<file path="src/pkg/wwd_pkg.sv">
// Constants, register map and state type for the windowed watchdog block
package wwd_pkg;
  // ----------------------------------------------------------------------
  // Clock and timing
  // ----------------------------------------------------------------------
  localparam int CLK_PERIOD_NS = 4;
  // Longest instruction-cycle gap still taken as a running clock
  localparam int MON_LIMIT_NS = 1_000_000;
  localparam int MON_LIMIT_CYC = MON_LIMIT_NS / CLK_PERIOD_NS;
  localparam logic [16:0] LOWER_TICKS = 17'h00800;
  localparam logic [16:0] UPPER_BASE_TICKS = 17'h02000;
  localparam logic [4:0] HOLD_TICKS = 5'h18;
  localparam int IDLE_TOGGLE_BIT = 12;
  // ----------------------------------------------------------------------
  // Register map
  // ----------------------------------------------------------------------
  localparam logic [7:0] ADDR_SERVICE = 8'h00;
  localparam logic [7:0] ADDR_IDLE_TIMER = 8'h01;
  localparam logic [7:0] ADDR_STATUS = 8'h02;
  localparam int WIN_MSB = 7;
  localparam int WIN_LSB = 6;
  localparam int KEY_MSB = 5;
  localparam int KEY_LSB = 1;
  localparam int MON_BIT = 0;
  localparam logic [4:0] SERVICE_KEY = 5'h0c;
  localparam logic [1:0] WIN_RESET = 2'h3;
  localparam logic MON_RESET = 1'b1;
  localparam int PEND_BIT = 0;
  localparam int ST_WD_BIT = 0;
  localparam int ST_CLK_BIT = 1;
  localparam int ST_LOCK_BIT = 2;
  // ----------------------------------------------------------------------
  // Watchdog states
  // ----------------------------------------------------------------------
  typedef enum logic [2:0] {
    WS_INIT = 3'b000,
    WS_RUN = 3'b001,
    WS_PULL = 3'b010,
    WS_HOLD = 3'b011,
    WS_WAIT_HIGH = 3'b100
  } wwd_state_t;
endpackage

</file>
<file path="src/logic/wwd_top.sv">
// Windowed watchdog with clock monitor, idle timer flag and fault pin
// Operation
// - Window 2k lower, select bits pick upper
// - Monitor passes 10 kHz, rejects 10 Hz
// - Both detectors inactive while reset held
// - Reset arms, maximum window, monitor enabled
// - First keyed write fixes window and monitor
// - Later writes must match all fields
// - Service inside window, else error
// - First write also restarts the window
// - Fault pin active low, else released
// - Hold low 16-32 cycles after pin low
// - Window restarts when pin returns high
// - Services during watchdog fault output are ignored
// - Slow clock drives pin, held after recovery
// - Key field always reads as zero
// - Watchdog stops in halt, monitor runs
// - RC option without delay resumes after halt
// - Otherwise halt exit reloads the window
// - Idle exit performs a hardware service
// - First service accepted anywhere in window
// - Idle flag set each 4096 cycles
`timescale 1ns/1ns
`default_nettype none
module wwd_top #(
  parameter int MON_LIMIT = wwd_pkg::MON_LIMIT_CYC
) (
  input wire logic CLOCK_IN, // 250 MHz system clock
  input wire logic NRST_IN, // Synchronous reset, active low
  input wire logic CE_IN, // Clock enable, freezes all state
  input wire logic TC_TICK_IN, // One pulse per instruction cycle
  input wire logic HALT_IN, // Halt mode
  input wire logic IDLE_IN, // Idle mode
  input wire logic RC_OPTION_IN, // Single-pin RC oscillator option
  input wire logic OSCILLATOR_START_DELAY_IN, // Start-delay bit
  input wire logic PORT_G_BIT_ONE_IN, // Sensed fault pin level
  input wire logic [7:0] ADDR_IN, // Register address
  input wire logic [7:0] WDATA_IN, // Write data
  input wire logic WR_IN, // Write strobe
  input wire logic RD_IN, // Read strobe
  output logic [7:0] RDATA_OUT, // Read data, cycle after strobe
  output logic PORT_G_BIT_ONE_OUT, // Fault pin drive level
  output logic PORT_G_BIT_ONE_OE_OUT, // Fault pin pulled low
  output logic IDLE_TIMER_PENDING_OUT // Idle timer pending flag
);
  import wwd_pkg::*;

  wwd_state_t state, next_state;
  logic [16:0] cnt, next_cnt;
  logic [1:0] win, next_win;
  logic mon, next_mon;
  logic locked, next_locked;
  logic [4:0] hold, next_hold;
  logic halt_q, idle_q;
  logic pend, next_pend;
  logic oe, next_oe;
  logic [7:0] rdata, next_rdata;
  logic [15:0] idle_cnt = '0;
  logic [15:0] next_idle_cnt;
  logic cm_fault;
  logic svc_wr, key_ok, fields_ok, run_tick, halt_exit, idle_exit;
  logic wd_drive;
  logic [16:0] upper;

  function automatic logic [16:0] upper_ticks(input logic [1:0] sel);
    upper_ticks = UPPER_BASE_TICKS << sel;
  endfunction

  // ----------------------------------------------------------------------
  // Clock monitor
  // ----------------------------------------------------------------------
  // gap limit sits between the two rates
  wwd_clock_monitor #(
    .LIMIT_CYC(MON_LIMIT),
    .HOLD(HOLD_TICKS)
  ) u_mon (
    .clock_in(CLOCK_IN),
    .nrst_in(NRST_IN),
    .ce_in(CE_IN),
    .enable_in(mon),
    .tick_in(TC_TICK_IN),
    .fault_out(cm_fault)
  );

  // ----------------------------------------------------------------------
  // Decode
  // ----------------------------------------------------------------------
  always_comb begin
    svc_wr = WR_IN && (ADDR_IN == ADDR_SERVICE);
    key_ok = WDATA_IN[KEY_MSB:KEY_LSB] == SERVICE_KEY;
    // compare window, key and monitor select
    fields_ok = key_ok && (WDATA_IN[WIN_MSB:WIN_LSB] == win) &&
                (WDATA_IN[MON_BIT] == mon);
    // watchdog counts only outside halt and idle
    run_tick = TC_TICK_IN && !HALT_IN && !IDLE_IN;
    halt_exit = halt_q && !HALT_IN;
    idle_exit = idle_q && !IDLE_IN;
    upper = upper_ticks(win);
    wd_drive = (state == WS_PULL) || (state == WS_HOLD);
  end

  // ----------------------------------------------------------------------
  // Watchdog sequencer
  // ----------------------------------------------------------------------
  always_comb begin
    next_state = state;
    next_cnt = cnt;
    next_win = win;
    next_mon = mon;
    next_locked = locked;
    next_hold = hold;
    case (state)
      WS_INIT, WS_RUN: begin
        if (run_tick) begin
          next_cnt = cnt + 17'h00001;
        end
        // leaving idle counts as a service
        if (idle_exit) begin
          next_cnt = '0;
        end
        // RC without start delay keeps its place
        // other oscillator setups reload on halt exit
        if (halt_exit && !(RC_OPTION_IN && !OSCILLATOR_START_DELAY_IN)) begin
          next_cnt = '0;
        end
        if (svc_wr && state == WS_INIT) begin
          // only a keyed first write sets the choices
          // no lower limit on the first service
          if (key_ok) begin
            next_win = WDATA_IN[WIN_MSB:WIN_LSB];
            next_mon = WDATA_IN[MON_BIT];
            next_locked = 1'b1;
            next_cnt = '0;
            next_state = WS_RUN;
          end else begin
            next_state = WS_PULL;
          end
        end else if (svc_wr) begin
          // early or mismatched service is a fault
          if (!fields_ok || cnt < LOWER_TICKS || cnt >= upper) begin
            next_state = WS_PULL;
          end else begin
            next_cnt = '0;
          end
        end else if (cnt >= upper) begin
          // upper limit follows the select bits
          // no service before the upper limit
          next_state = WS_PULL;
        end
      end
      WS_PULL: begin
        // hold starts once the pin is seen low
        if (!PORT_G_BIT_ONE_IN) begin
          next_hold = '0;
          next_state = WS_HOLD;
        end
      end
      WS_HOLD: begin
        if (hold == HOLD_TICKS) begin
          next_state = WS_WAIT_HIGH;
        end else if (TC_TICK_IN) begin
          next_hold = hold + 5'h01;
        end
      end
      WS_WAIT_HIGH: begin
        // window restarts on the pin going high
        if (PORT_G_BIT_ONE_IN) begin
          next_cnt = '0;
          next_state = locked ? WS_RUN : WS_INIT;
        end
      end
      default: begin
        next_state = WS_INIT;
      end
    endcase
  end

  // ----------------------------------------------------------------------
  // Pin, idle timer and register reads
  // ----------------------------------------------------------------------
  always_comb begin
    // pin only ever pulled low, otherwise released
    // either fault source pulls the shared driver
    // clock faults drive while slow plus hold
    next_oe = wd_drive | cm_fault;
    next_idle_cnt = idle_cnt;
    next_pend = pend;
    if (TC_TICK_IN) begin
      next_idle_cnt = idle_cnt + 16'h0001;
    end
    if (WR_IN && ADDR_IN == ADDR_IDLE_TIMER && WDATA_IN[PEND_BIT]) begin
      next_pend = 1'b0;
    end
    // bit twelve toggles, flag set wins over clear
    if (next_idle_cnt[IDLE_TOGGLE_BIT] != idle_cnt[IDLE_TOGGLE_BIT]) begin
      next_pend = 1'b1;
    end
    next_rdata = 8'h00;
    if (RD_IN) begin
      case (ADDR_IN)
        ADDR_SERVICE: begin
          next_rdata[WIN_MSB:WIN_LSB] = win;
          next_rdata[MON_BIT] = mon;
        end
        ADDR_IDLE_TIMER: begin
          next_rdata[PEND_BIT] = pend;
        end
        ADDR_STATUS: begin
          next_rdata[ST_WD_BIT] = wd_drive;
          next_rdata[ST_CLK_BIT] = cm_fault;
          next_rdata[ST_LOCK_BIT] = locked;
        end
        default: begin
          next_rdata = 8'h00;
        end
      endcase
    end
  end

  // ----------------------------------------------------------------------
  // Registers
  // ----------------------------------------------------------------------
  // Idle counter has no reset on purpose; it only gets a power-up value
  always_ff @(posedge CLOCK_IN) begin
    if (CE_IN) begin
      idle_cnt <= next_idle_cnt;
    end
  end

  always_ff @(posedge CLOCK_IN) begin
    // reset arms with full window and monitor on
    if (!NRST_IN) begin
      state <= WS_INIT;
      cnt <= '0;
      win <= WIN_RESET;
      mon <= MON_RESET;
      locked <= 1'b0;
      hold <= '0;
      halt_q <= 1'b0;
      idle_q <= 1'b0;
      pend <= 1'b0;
      oe <= 1'b0;
      rdata <= 8'h00;
    end else if (CE_IN) begin
      state <= next_state;
      cnt <= next_cnt;
      win <= next_win;
      mon <= next_mon;
      locked <= next_locked;
      hold <= next_hold;
      halt_q <= HALT_IN;
      idle_q <= IDLE_IN;
      pend <= next_pend;
      oe <= next_oe;
      rdata <= next_rdata;
    end
  end

  always_comb begin
    RDATA_OUT = rdata;
    PORT_G_BIT_ONE_OE_OUT = oe;
    IDLE_TIMER_PENDING_OUT = pend;
  end

  // Drive level is a constant zero held in a flop
  always_ff @(posedge CLOCK_IN) begin
    PORT_G_BIT_ONE_OUT <= 1'b0;
  end
endmodule
`default_nettype wire

</file>
<file path="src/logic/wwd_clock_monitor.sv">
// Instruction-cycle rate monitor with release hold after recovery
`timescale 1ns/1ns
`default_nettype none
module wwd_clock_monitor #(
  parameter int LIMIT_CYC = 250000,
  parameter logic [4:0] HOLD = 5'h18
) (
  input wire logic clock_in, // System clock
  input wire logic nrst_in, // Synchronous reset, active low
  input wire logic ce_in, // Clock enable
  input wire logic enable_in, // Monitor selected
  input wire logic tick_in, // One instruction cycle
  output logic fault_out // Rate too low or still holding
);
  import wwd_pkg::*;
  localparam int CW = $clog2(LIMIT_CYC + 1);
  localparam logic [CW-1:0] LIM = CW'(LIMIT_CYC);

  logic [CW-1:0] gap, next_gap;
  logic slow, next_slow;
  logic [4:0] hold, next_hold;
  logic next_fault;

  // ----------------------------------------------------------------------
  // Gap measurement
  // ----------------------------------------------------------------------
  always_comb begin
    next_gap = gap;
    next_slow = slow;
    next_hold = hold;
    if (!enable_in) begin
      next_gap = '0;
      next_slow = 1'b0;
      next_hold = '0;
    end else if (tick_in) begin
      next_gap = '0;
      // One short gap counts as recovery; the hold covers jitter
      if (slow) begin
        next_slow = 1'b0;
        next_hold = HOLD;
      end else if (hold != '0) begin
        next_hold = hold - 5'h01;
      end
    end else if (gap == LIM) begin
      next_slow = 1'b1;
    end else begin
      next_gap = gap + {{(CW-1){1'b0}}, 1'b1};
    end
    next_fault = next_slow | (next_hold != '0);
  end

  always_ff @(posedge clock_in) begin
    if (!nrst_in) begin
      gap <= '0;
      slow <= 1'b0;
      hold <= '0;
      fault_out <= 1'b0;
    end else if (ce_in) begin
      gap <= next_gap;
      slow <= next_slow;
      hold <= next_hold;
      fault_out <= next_fault;
    end
  end
endmodule
`default_nettype wire

</file>
<file path="config.mk">
export PLATFORM = sky130hd
export DESIGN_NAME = wwd_top
export DESIGN_NICKNAME = d
export VERILOG_FILES = /design/src/pkg/wwd_pkg.sv /design/src/logic/wwd_top.sv /design/src/logic/wwd_clock_monitor.sv
export SDC_FILE = /design/constraint.sdc
export NUM_CORES = 1
export LEC_CHECK = 0
export BUFFER_PORTS_ARGS = -buffer_cell sky130_fd_sc_hd__buf_2
export CORE_ASPECT_RATIO = 0.7
export CORE_UTILIZATION = 34
export DETAILED_ROUTE_END_ITERATION = 10
export MAX_ROUTING_LAYER = met4
export PLACE_DENSITY = 0.57
export SLEW_MARGIN = 40
export SYNTH_ARGS = -nofsm -noshare
export SYNTH_HDL_FRONTEND = slang
export SYNTH_SLANG_ARGS = --single-unit
</file>
<file path="constraint.sdc">
create_clock -name CLOCK_IN -period 3 [get_ports CLOCK_IN]
set_input_delay 0.15 -clock CLOCK_IN [delete_from_list [all_inputs] [get_ports CLOCK_IN]]
set_output_delay 0.15 -clock CLOCK_IN [all_outputs]
set_load 0.05 [all_outputs]
</file>
; Word level (Yosys, flattened, before mapping)
; Index checks and enable logic that the tools add are counted.
[totals]
reg_bits = 82
out_inout_bits = 11
elab_cells = 122
[op_classes]
addsub = 5
n_lt_le_gt_ge = 2
n_eq_ne = 20
shifts = 1
n_mux = 40
bitwise = 2
n_reduce_logical = 35
[op_table]
columns = operator, count
row1 = 17-bit two-way mux, 8
row2 = 18-bit two-way mux, 3
row3 = 5-bit two-way mux, 7
row4 = 17-bit one-hot mux with 2 select lines, 1
row5 = 3-bit two-way mux, 7
row6 = 18-bit by 1-bit adder with 18-bit output (second input constant), 1
row7 = 18-bit equality test (second input constant), 1
row8 = 17-bit by 1-bit adder with 17-bit output (second input constant), 1
row9 = 17-bit >= comparator, 1
row10 = 17-bit by 12-bit less-than comparator with 1-bit output (second input constant), 1
row11 = 14-bit by 2-bit << shifter with 17-bit output (first input constant), 1
row12 = 16-bit by 1-bit adder with 16-bit output (second input constant), 1
row13 = 13-bit two-way mux, 1
row14 = 1-bit logical AND, 12
row15 = 3-bit one-hot mux with 4 select lines, 1
row16 = 5-bit one-hot mux with 2 select lines, 1
row17 = 5-bit nonzero test, 2
row18 = 8-bit by 1-bit equality test with 1-bit output (second input constant), 1
row19 = 8-bit by 2-bit equality test with 1-bit output (second input constant), 1
row20 = 8-bit zero test, 1
row21 = 8-bit two-way mux, 1
row22 = 2-bit inequality test (second input constant), 4
row23 = 4-bit inequality test (second input constant), 2
row24 = 3-bit by 2-bit equality test with 1-bit output (second input constant), 2
row25 = 25 further kinds, 43

; Longest topological paths before layout
; Gate-level depths: netlist of the first run.
[depth]
word_depth = 10
ltp_mapped = 9

; Hierarchy
; From an unflattened synthesis of the first run, not the netlist that was laid out.
[unflattened]
cells_unflattened = 461
area_unflattened_um2 = 4072.7
[modules_own_cells]
columns = mod, instances, cells_each, area_each_um2, seq_area_each_um2
row1 = wwd_top, 1, 296, 2647.5, 1121.1
row2 = wwd_clock_monitor, 1, 165, 1425.1, 500.5

; Worst setup path before layout of the first run
; Ideal clock, no wire load.
[synth_path]
kind = register to register
start = reg win[1]
end = reg cnt[0]
setup_time_ns = 0.057
arrival_ns = 2.207
slack_ns = 0.736
stages_incl_launch_ff = 10
n_path_buf = 1
cell_sequence = dfxtp_1 or2_2 ha_1 o21ai_0 a211o_1 a31o_2 a21oi_1 buf_2 a21oi_1 o21ba_2
[synth_via]
elab_chain_len = 10
word_cells_on_any_way = 12
[synth_rtl]
columns = element, line_no
row1 = "start, declared", wwd_top.sv:50  ; logic [1:0] win, next_win;
row2 = "start signal, assigned", wwd_top.sv:247  ; win <= next_win;
row3 = "parallel branches: the longest is 5 deep, another holds 17-bit >= comparator", -
row4 = 1-bit logical OR *, wwd_top.sv:140  ; if (!fields_ok || cnt < LOWER_TICKS || cnt >= upper) begin
row5 = 17-bit two-way mux *, wwd_top.sv:140
row6 = 17-bit two-way mux *, wwd_top.sv:138  ; end else if (svc_wr) begin
row7 = 17-bit two-way mux *, wwd_top.sv:126  ; if (svc_wr && state == WS_INIT) begin
row8 = 17-bit one-hot mux with 2 select lines *, wwd_top.sv:112  ; case (state)
row9 = "end signal, assigned", wwd_top.sv:246  ; cnt <= next_cnt;
row10 = "end, declared", wwd_top.sv:49  ; logic [16:0] cnt, next_cnt;
; Mark *: on every way between the ends.
; A chain may end at the register's enable or synchronous reset.

; Final worst setup path of the first run
[layout_path]
start = reg win[1]
end = reg cnt[13]
; The elaborated chain is that of the path after synthesis.

==> impl_metrics.csv, run 1 <==
group,metric,value,unit
outcome,status,"completed",
floorplanning,dieArea,12420,µm²
detailed_routing,ant_nets,0,
cts,clock-sinks,75,
logic_synthesis,syn_inst,475,
finish,fill_cells,1191,
finish,layout_commonest_cell,"dfxtp_1",
detailed_routing,wire_per_inst,13.72,µm
detailed_routing,via_per_inst,5.069,
sta,rsz0062_at_grt,"no",
power,ir_drop,0.2516,mV
grt,grt.total_usage,0.1599,
grt,grt_max_degree,23,
detailed_routing,dr_total_vias,3386,
floorplanning,die_x,132.8,µm
sta,max_freq,412.5,MHz
cts,ctsResizeCount,0,
cts,tritoncts,"built",
power,pwr_density_cell,509.0,nW/µm²
placement,hpwl,6801,µm
sta,tns,0,ps
finish,area_delta_synth_final,15.19,%
cts,clk-insertion-delay-late,340,ps
logic_synthesis,ys_warn_count,0,
critical_path,worstPathMaxFanout,22,
grt,grt_pass1_vias,3091,
cts,postCtsHoldBufs,0,
power,total_leakage_power,1.764,nW
critical_path,worstSetupEndpointType,"flop",
sta,max_slew.worst_pin.slew,689.1,ps
cts,clock_path_buffers,2,
cts,post_cts_buffers,0,
critical_path,crit_arrival,2680,ps
floorplanning,start_util,0.3482,
logic_synthesis,synth_flop_cell,"dfxtp_1",
detailed_routing,drt-initial-drc-count,225,
critical_path,start_kind,"flop",
critical_path,path_class,"flop to flop",
logic_synthesis,avgSynthCellArea,8.566,µm²
detailed_routing,route.detailed.drc,0,
placement,place_congestion,0.8283,
grt,grt_overflow,0,
finish,drive_above_1_share,0.1252,
floorplanning,coreArea,11690,µm²
cts,cts_root_buf,"clkbuf_16",
grt,antenna_found_initial,0,
logic_synthesis,ys_ff_latch,75,
detailed_routing,firstDrtPassIters,4,
logic_synthesis,synth-edff-count,12,
floorplanning,pin_count,38,
sta,skew,6.246,ps
placement,io_buffers,33,
finish,nets,545,
sta,min_period,2424,ps
run,drv_cap,0,
logic_synthesis,syn-cell-area,4069,µm²
floorplanning,die_h,93.53,µm
finish,antenna_cells,0,
cts,cts_buffers,9,
cts,clk_pin_slew,60,ps
finish,post-route-util,0.4011,
worst_hold_path,worstHoldPathType,"primary input to flop",
sta,setup_viol,0,
logic_synthesis,yosysSeqAreaShare,0.3985,
grt,grt_pass1_wl,15140,µm
logic_synthesis,synth.distinct_cells,65,
critical_path,worstPathRequired,3260,ps
sta,fin_crit_sh,0.8080,
logic_synthesis,async_flop_share,0,
sta,finalHoldViolations,0,
placement,dpl.cell_count,652,
sta,slew_headroom,0.5370,
finish,final_cells,668,
floorplanning,row_count,33,
sta,finalMaxSlewViolations,0,
cts,cts-htree-levels,3,
finish,final_cell_mix,"dfxtp_1 (63), nand2_1 (47), nor2_1 (42), buf_2 (33), nand3_1 (26)",
detailed_routing,totalWireLength,9164,µm
==> metal layers <==
layer / global-route usage / wire length, µm / vias up
met1: 0.2256 / 4718 / 1545
met2: 0.2189 / 3677 / 82
met5: - / 0 / -
met4: 0.05172 / 121 / 0
li1: - / - / 1749
met3: 0.04119 / 647 / 10
==> Yosys cell counts (all sizes together) (2+ instances only) <==
cell | n | area, µm²
a221oi | 2 | 17.52
xnor2 | 9 | 78.83
a41oi | 3 | 26.28
o21a | 2 | 15.01
o21ai | 20 | 100.1
nand4b | 3 | 26.28
buf | 9 | 53.80
a21o | 3 | 22.52
inv | 24 | 90.09
xor2 | 22 | 192.7
a31oi | 8 | 50.05
or2 | 2 | 12.51
or3 | 6 | 37.54
and3 | 9 | 56.30
nand4 | 11 | 68.82
nor4 | 5 | 52.55
edfxtp | 12 | 360.4
mux2i | 8 | 80.08
nor3b | 2 | 15.01
clkbuf | 11 | 41.29
dfxtp | 63 | 1261
o41ai | 2 | 17.52
nor3 | 16 | 85.08
and4 | 2 | 17.52
nand3 | 26 | 130.1
nand2b | 13 | 81.33
nor2 | 42 | 157.7
a22oi | 5 | 37.54
nand2 | 47 | 176.4
a2111oi | 2 | 42.54
and2 | 6 | 37.54
o22ai | 2 | 12.51
a21boi | 4 | 30.03
nor2b | 17 | 106.4
a21oi | 24 | 123.9
ha | 12 | 150.1
==> kinds of logic after synthesis <==
group | synth area share
other | 0.0009216
buffers and inverters | 0.04551
AO/OA/AOI/OAI | 0.1547
multiplexers | 0.01968
adder cells (fa/ha/maj) | 0.03690
AND/OR/NAND/NOR | 0.2771
flip-flops | 0.3985
XOR/XNOR | 0.06673
==> critical path, stage by stage (launching register included) <==
cell and delay [ps]:
dfxtp_1 370, or2_2 310, ha_1 270, o21ai_0 80
a211o_1 290, a31o_2 270, a21oi_1 160, buf_4 270
a41oi_1 150, a31oi_1 160
==> path summary, 6_finish.rpt <==
| check | start | endpoint | slack (ps) | depth (start not counted) |
|---|---|---|---|---|
| worst min-delay path | WDATA_IN[6] | win[0] | 80 | 3 |
| worst min register to register | locked | locked | 500 | 1 |
| worst max-delay path | win[1] | cnt[13] | 580 | 9 |
| worst max register to register | win[1] | cnt[13] | 580 | 9 |
==> registers in the layout, indices dropped and copies added, names as in the netlist <==
register	count
cnt	17
RDATA_OUT	5
idle_q	1
idle_cnt	12
IDLE_TIMER_PENDING_OUT	1
win	2
hold	5
u_mon.slow	1
PORT_G_BIT_ONE_OE_OUT	1
u_mon.hold	5
u_mon.gap	18
state	3
halt_q	1
u_mon.fault_out	1
mon	1
locked	1
==> per-stage QoR <==
step           hold WS [ps]  total power, W  cell area (µm²)  setup WS [ps]
2_1_floorplan         278.5        0.001217             4080          736.4
3_5_place_dp          432.4        0.001273             4377          610.3
6_report              83.62        0.002386             4687          575.9
5_1_grt               93.33        0.002483             4687          481.5
4_1_cts               82.18        0.002423             4687          599.9
3_3_place_gp          438.1        0.001267             4377          700.4
==> power by group <==
part	leakage [nW]	switching (W)	internal, W
Clock	0.150	0.000412	0.000722
Combinational	0.992	0.000117	0.0000704
Sequential	0.622	0.0000187	0.00105
==> final cells by class <==
type,count,area (µm²),share of cell area
Multi-Input combinational cell,359,2273,0.4851
Sequential cell,75,1622,0.3460
Clock buffer,10,229.0,0.04885
Tap cell,157,196.4,0.04191
Timing Repair Buffer,37,195.2,0.04164
Inverter,24,90.09,0.01922
Clock inverter,6,81.33,0.01735
(Power assumes the default switching activity.)
==> inputs of run 2 (changes only) <==
- ABC_AREA: not set -> 1
- PLACE_DENSITY: 0.57 -> 0.56
- clock period: 3 -> 2.4 ns (I/O delays scaled with it)
==> run 2 against run 1 <==
  * Power rose by 29%
  * Final cell count rose by 40%
  * Synthesized cell count rose by 51%
==> impl_metrics.csv, run 2 <==
group,metric,value,unit
logic_synthesis,synth-edff-count,12,
sta,finalMaxSlewViolations,0,
worst_hold_path,whs_path_depth,3,
power,pwr_density_cell,577.0,nW/µm²
critical_path,reg2reg_from,"win[0]",
logic_synthesis,synthAdderAreaFrac,0.03157,
floorplanning,row_count,35,
cts,cts_buffers,9,
critical_path,path_class,"flop to flop",
detailed_routing,via_per_inst,4.860,
detailed_routing,drt-initial-drc-count,272,
placement,io_buffers,33,
grt,grt.total_usage,0.1805,
logic_synthesis,synth.most_common_cell,"nand2_1",
floorplanning,dieArea,14470,µm²
critical_path,worstPathMaxFanout,17,
power,ir_drop,0.3509,mV
sta,min_period,2172,ps
sta,slew_headroom,0.6545,
sta,max_freq,460.3,MHz
sta,finalHoldViolations,0,
cts,post_cts_buffers,0,
logic_synthesis,netlist_top_cells_area,"dfxtp_1 (27%), nand2_1 (14%), nor2_1 (8.1%)",
critical_path,cp_slowest_cell,"dfxtp_1",
worst_hold_path,worstHoldPathType,"primary input to flop",
logic_synthesis,synth-simple-area-share,0.3791,
placement,place_congestion,0.8520,
worst_hold_path,min_from,"HALT_IN",
logic_synthesis,synth_top_family_by_area,"simple AND/OR/NAND/NOR gates",
floorplanning,die_x,143.4,µm
logic_synthesis,async_flop_share,0,
grt,grt_pass1_vias,4135,
finish,post-route-util,0.3983,
sta,setup_viol,0,
sta,tns,0,ps
logic_synthesis,yosys-top-cells-count,"nand2_1 (179), nor2_1 (103), inv_1 (85), dfxtp_1 (63), nand3_1 (59)",
logic_synthesis,yosys.area.top_type,"dfxtp_1",
logic_synthesis,synth_xor_area_frac,0.04236,
grt,antenna_found_initial,0,
finish,largest_reg_flops,18,
critical_path,crit_arrival,2380,ps
critical_path,crit_chain,"inv_1 > nand2_1 > ha_1 > nand2_1 > inv_1 > nand2_1 > nand2_1 > nor2_1 > nand2_1 > nor2_1 > nand3_4 > nand2_1 > nor2_1 > nor2_1 > nor2_1",
detailed_routing,wire_per_inst,12.70,µm
finish,largest_registers,"u_mon.gap x18, cnt x17, idle_cnt x12",
logic_synthesis,yosysSeqAreaShare,0.3410,
critical_path,rrSetupSlack,230,ps
run,drv_cap,0,
finish,area_delta_synth_final,12.23,%
finish,fin_area,5338,µm²
sta,skew,9.922,ps
cts,clk_pin_slew,60,ps
finish,final_cells,936,
logic_synthesis,synthMuxAreaShare,0,
critical_path,start_kind,"flop",
finish,final_cell_mix,"nand2_1 (179), nor2_1 (103), inv_1 (85), dfxtp_1 (63), nand3_1 (59)",
placement,hpwl,8788,µm
critical_path,worstPathRequired,2610,ps
grt,grt_overflow,0,
placement,dpl.cell_count,920,
logic_synthesis,synth.distinct_cells,39,
cts,cts_root_buf,"clkbuf_16",
grt,grt_max_degree,37,
floorplanning,start_util,0.3549,
logic_synthesis,synth_flop_cell,"dfxtp_1",
cts,tritoncts,"built",
floorplanning,die_h,101.0,µm
outcome,status,"completed",
grt,grt_pass1_wl,19930,µm
critical_path,worstSetupEndpointType,"flop",
cts,cts-htree-levels,3,
finish,drive_above_1_share,0.1092,
logic_synthesis,synth_top_area_share,0.2652,
finish,layout_commonest_cell,"nand2_1",
cts,clock_path_buffers,2,
sta,fin_crit_sh,0.9051,
placement,placed_cell_area,5052,µm²
logic_synthesis,synth-compound-area-share,0.1044,
sta,max_slew.worst_pin.slew,517.7,ps
logic_synthesis,avgSynthCellArea,6.624,µm²
detailed_routing,route.detailed.drc,0,
cts,clk-insertion-delay-late,340,ps
finish,nets,785,
power,total_leakage_power,2.199,nW
cts,clock-sinks,75,
critical_path,r2r_cells,15,
detailed_routing,dr_total_vias,4549,
critical_path,cpMostUsedCell,"nand2_1",
critical_path,critical_path.max_stage_delay,420,ps
detailed_routing,totalWireLength,11880,µm
detailed_routing,ant_nets,0,
logic_synthesis,syn-cell-area,4756,µm²
critical_path,r2r_end,"cnt[16]",
logic_synthesis,syn_inst,718,
detailed_routing,firstDrtPassIters,5,
logic_synthesis,ys_ff_latch,75,
logic_synthesis,ys_warn_count,0,
finish,largest-register,"u_mon.gap",
floorplanning,pin_count,38,
finish,fill_cells,1447,
floorplanning,coreArea,13400,µm²
worst_hold_path,hold_end,"halt_q",
finish,antenna_cells,0,
run 2: area by class of cell:
cell class | count | area [µm²] | area share
Sequential cell | 75 | 1622 | 0.3038
Clock buffer | 9 | 225.2 | 0.04219
Inverter | 92 | 345.3 | 0.06470
Multi-Input combinational cell | 532 | 2674 | 0.5009
Clock inverter | 7 | 52.55 | 0.009845
Timing Repair Buffer | 36 | 187.7 | 0.03516
Tap cell | 185 | 231.5 | 0.04337
run 2: worst max-delay path by stage:
stage / from / endpoint / slack (ps) / cells after the start
final: win[0] / cnt[16] / 230 / 15
after global routing: win[1] / cnt[16] / -0.6 / 15
after CTS: win[0] / cnt[16] / 160 / 15
after detailed placement: win[0] / cnt[16] / 170 / 15
after global placement: win[0] / cnt[16] / 280 / 15
after floorplan: win[0] / cnt[13] / 600 / 14
run 2: what timing repair did:
item,4_1_cts,5_1_grt
gates resized for setup,0,1
setup endpoints to repair,0,17
hold buffers,0,0
run 2: critical path: cells and delay by family, from the launching register on:
kind | cells | cell delay, ps
AND/OR/NAND/NOR | 12 | 1270
flip-flops | 1 | 420
adder cells (fa/ha/maj) | 1 | 220
buffers and inverters | 2 | 150
run 2: routing by layer:
layer  vias up  global-route usage  routed length (µm)
li1       2372                   -                   -
met4         0             0.04664                  95
met2        95              0.2603                4814
met3        12             0.03040                 533
met5         -                   -                   0
met1      2070              0.2577                6438
run 2: logic make-up (layout without fill, tap and decap cells):
| logic type | after synthesis | count (layout) |
|---|---|---|
| buffers and inverters | 114 | 144 |
| AND/OR/NAND/NOR | 403 | 403 |
| AO/OA/AOI/OAI | 90 | 90 |
| XOR/XNOR | 23 | 23 |
| other | 1 | 4 |
| flip-flops | 75 | 75 |
| adder cells (fa/ha/maj) | 12 | 12 |
run 2: report_power, final:
group	internal (W)	switching (W)
clock network	0.000705	0.000553
logic	0.000135	0.000329
registers	0.00132	0.0000389
run 2: stage by stage:
step | hold WS, ps | total power [W] | worst slack [ps]
detailed placement | 403.8 | 0.001843 | 168.9
floorplan | 258.4 | 0.001731 | 595.0
CTS | 52.78 | 0.003121 | 157.7
global placement | 397.0 | 0.001837 | 276.5
finish | 67.19 | 0.003080 | 227.7
global route | 75.02 | 0.003237 | -0.5707
==> inputs of run 3 (changes only) <==
- GPL_TIMING_DRIVEN: not set -> 0
- REMOVE_ABC_BUFFERS: not set -> 1
==> run 3 against run 2 <==
  * Largest power group is now the clock network
  * Die area unchanged
  * Worst hold slack gained 6.4 ps
  * Design area rose by 0.42%
  * Clock power is 9% higher
  * Via count rose by 0.15%
  * Critical endpoint is now cnt[14]
==> impl_metrics.csv, run 3 (same netlist as run 2, synthesis figures left out) <==
group,metric,value,unit
outcome,status,"completed",
finish,final_cell_mix,"nand2_1 (179), nor2_1 (103), inv_1 (85), dfxtp_1 (63), nand3_1 (59)",
floorplanning,coreArea,13400,µm²
sta,finalHoldViolations,0,
finish,nets,784,
critical_path,path_class,"flop to flop",
detailed_routing,totalWireLength,11910,µm
grt,grt_pass1_vias,4190,
finish,antenna_cells,0,
critical_path,crit_chain,"inv_1 > nand2_1 > ha_1 > nand2_1 > inv_1 > nand2_1 > nand2_1 > nor2_1 > nand2_1 > nor2_1 > nand3_4 > buf_12 > nand3_1 > a21oi_1",
finish,area_delta_synth_final,12.71,%
sta,tns,0,ps
cts,clk-insertion-delay-late,330,ps
finish,largest_registers,"u_mon.gap x18, cnt x17, idle_cnt x12",
critical_path,start_kind,"flop",
cts,cts-htree-levels,3,
critical_path,cp_slowest_cell,"dfxtp_1",
placement,hpwl,8794,µm
detailed_routing,drt-initial-drc-count,287,
cts,clock-sinks,75,
power,p_switching,0.0009025,W
power,p_clk_frac,0.432,
sta,slew_headroom,0.5391,
cts,tritoncts,"built",
cts,clk_pin_slew,60,ps
run,drv_cap,0,
sta,min_period,2127,ps
detailed_routing,route.detailed.drc,0,
floorplanning,dieArea,14470,µm²
floorplanning,pin_count,38,
power,seq_power_share,0.427,
grt,grt_overflow,0,
sta,max_freq,470.1,MHz
power,intPower,0.002281,W
placement,io_buffers,33,
finish,drive_above_1_share,0.1067,
critical_path,crit_arrival,2320,ps
finish,largest-register,"u_mon.gap",
worst_hold_path,worstHoldPathType,"primary input to flop",
cts,cts_root_buf,"clkbuf_16",
critical_path,worstSetupEndpointType,"flop",
power,combPwrFrac,0.141,
cts,clock_path_buffers,2,
finish,largest_reg_flops,18,
critical_path,cpMostUsedCell,"nand2_1",
critical_path,worstPathMaxFanout,12,
sta,skew,5.716,ps
detailed_routing,via_per_inst,4.873,
cts,cts_buffers,9,
detailed_routing,ant_nets,0,
floorplanning,die_h,101.0,µm
critical_path,worstPathRequired,2590,ps
finish,post-route-util,0.4000,
sta,fin_crit_sh,0.8863,
floorplanning,row_count,35,
grt,grt_pass1_wl,20100,µm
power,total_leakage_power,2.209,nW
sta,rsz0062_at_grt,"no",
placement,place_congestion,0.9018,
sta,finalMaxSlewViolations,0,
grt,antenna_found_initial,0,
grt,grt_max_degree,38,
sta,max_slew.worst_pin.slew,690.4,ps
power,pwr_density_cell,593.9,nW/µm²
critical_path,critical_path.max_stage_delay,430,ps
floorplanning,start_util,0.3549,
detailed_routing,wire_per_inst,12.73,µm
floorplanning,die_x,143.4,µm
sta,setup_viol,0,
finish,layout_commonest_cell,"nand2_1",
grt,grt.total_usage,0.1818,
detailed_routing,firstDrtPassIters,5,
power,swShare,0.2835,
power,ir_drop,0.3597,mV
detailed_routing,dr_total_vias,4556,
## run 3: cell types whose count changed in the layout (fill, tap and decap cells not counted), sizes merged
| cell | change |
|---|---|
| clkbuf | +2 |
| clkinv | -2 |
| buf | -1 |
| inv | -1 |
| bufinv | +1 |
## run 3: power groups by stage
stage | Clock, W | Sequential [W] | Combinational (W)
floorplan | 0 | 0.00138 | 0.000316
global placement | 0 | 0.00138 | 0.000436
detailed placement | 0 | 0.00139 | 0.000446
CTS | 0.00141 | 0.00136 | 0.000448
global route | 0.00145 | 0.00136 | 0.000514
finish | 0.00137 | 0.00136 | 0.000450
## run 3: per-layer routing
| layer | global-route usage | vias to the layer above | part of all wire |
|---|---|---|---|
| met4 | 0.04501 | 0 | 0.010 |
| met5 | - | - | 0 |
| li1 | - | 2362 | - |
| met1 | 0.2536 | 2077 | 0.53 |
| met2 | 0.2696 | 104 | 0.42 |
| met3 | 0.03278 | 13 | 0.045 |
## run 3: timing repair
| item | in CTS | in global routing |
|---|---|---|
| hold buffers | 0 | 0 |
| resized for setup | 0 | 1 |
| setup buffers | 0 | 2 |
| endpoints found under the setup margin | 0 | 17 |
## run 3: final cells by class
type / instances / area [µm²]
tap: 185 / 231.5
multi-input combinational: 532 / 2674
clock inverter: 5 / 52.55
timing repair buffer: 35 / 192.7
clock buffer: 11 / 242.7
fill: 1435 / 8040
sequential: 75 / 1622
inverter: 92 / 345.3
## run 3: final timing paths
kind / endpoint / cells after the start / startpoint / slack, ps
min: idle_q / 3 / IDLE_IN / 70
max reg2reg: cnt[14] / 14 / win[0] / 270
max: cnt[14] / 14 / win[0] / 270
min reg2reg: RDATA_OUT[2] / 2 / RDATA_OUT[2] / 470
## run 3: critical path, delay by kind of cell (launching register included)
| kind | cells | cell delay (ps) |
|---|---|---|
| simple gates | 9 | 930 |
| buf+inv | 3 | 330 |
| fa+ha+maj | 1 | 220 |
| flops | 1 | 430 |
| compound gates | 1 | 80 |
## run 3: through the flow
step                      power (W)  instances  setup slack [ps]  area [µm²]  hold WS, ps
final                      0.003183        935             272.8        5360        73.58
after global routing       0.003326        935             67.90        5360        80.99
after CTS                  0.003213        933             114.6        5325        57.96
after detailed placement   0.001831        917             125.6        5030        412.7
after global placement     0.001820        917             192.9        5030        415.7
after floorplan            0.001697        699             547.9        4633        204.7
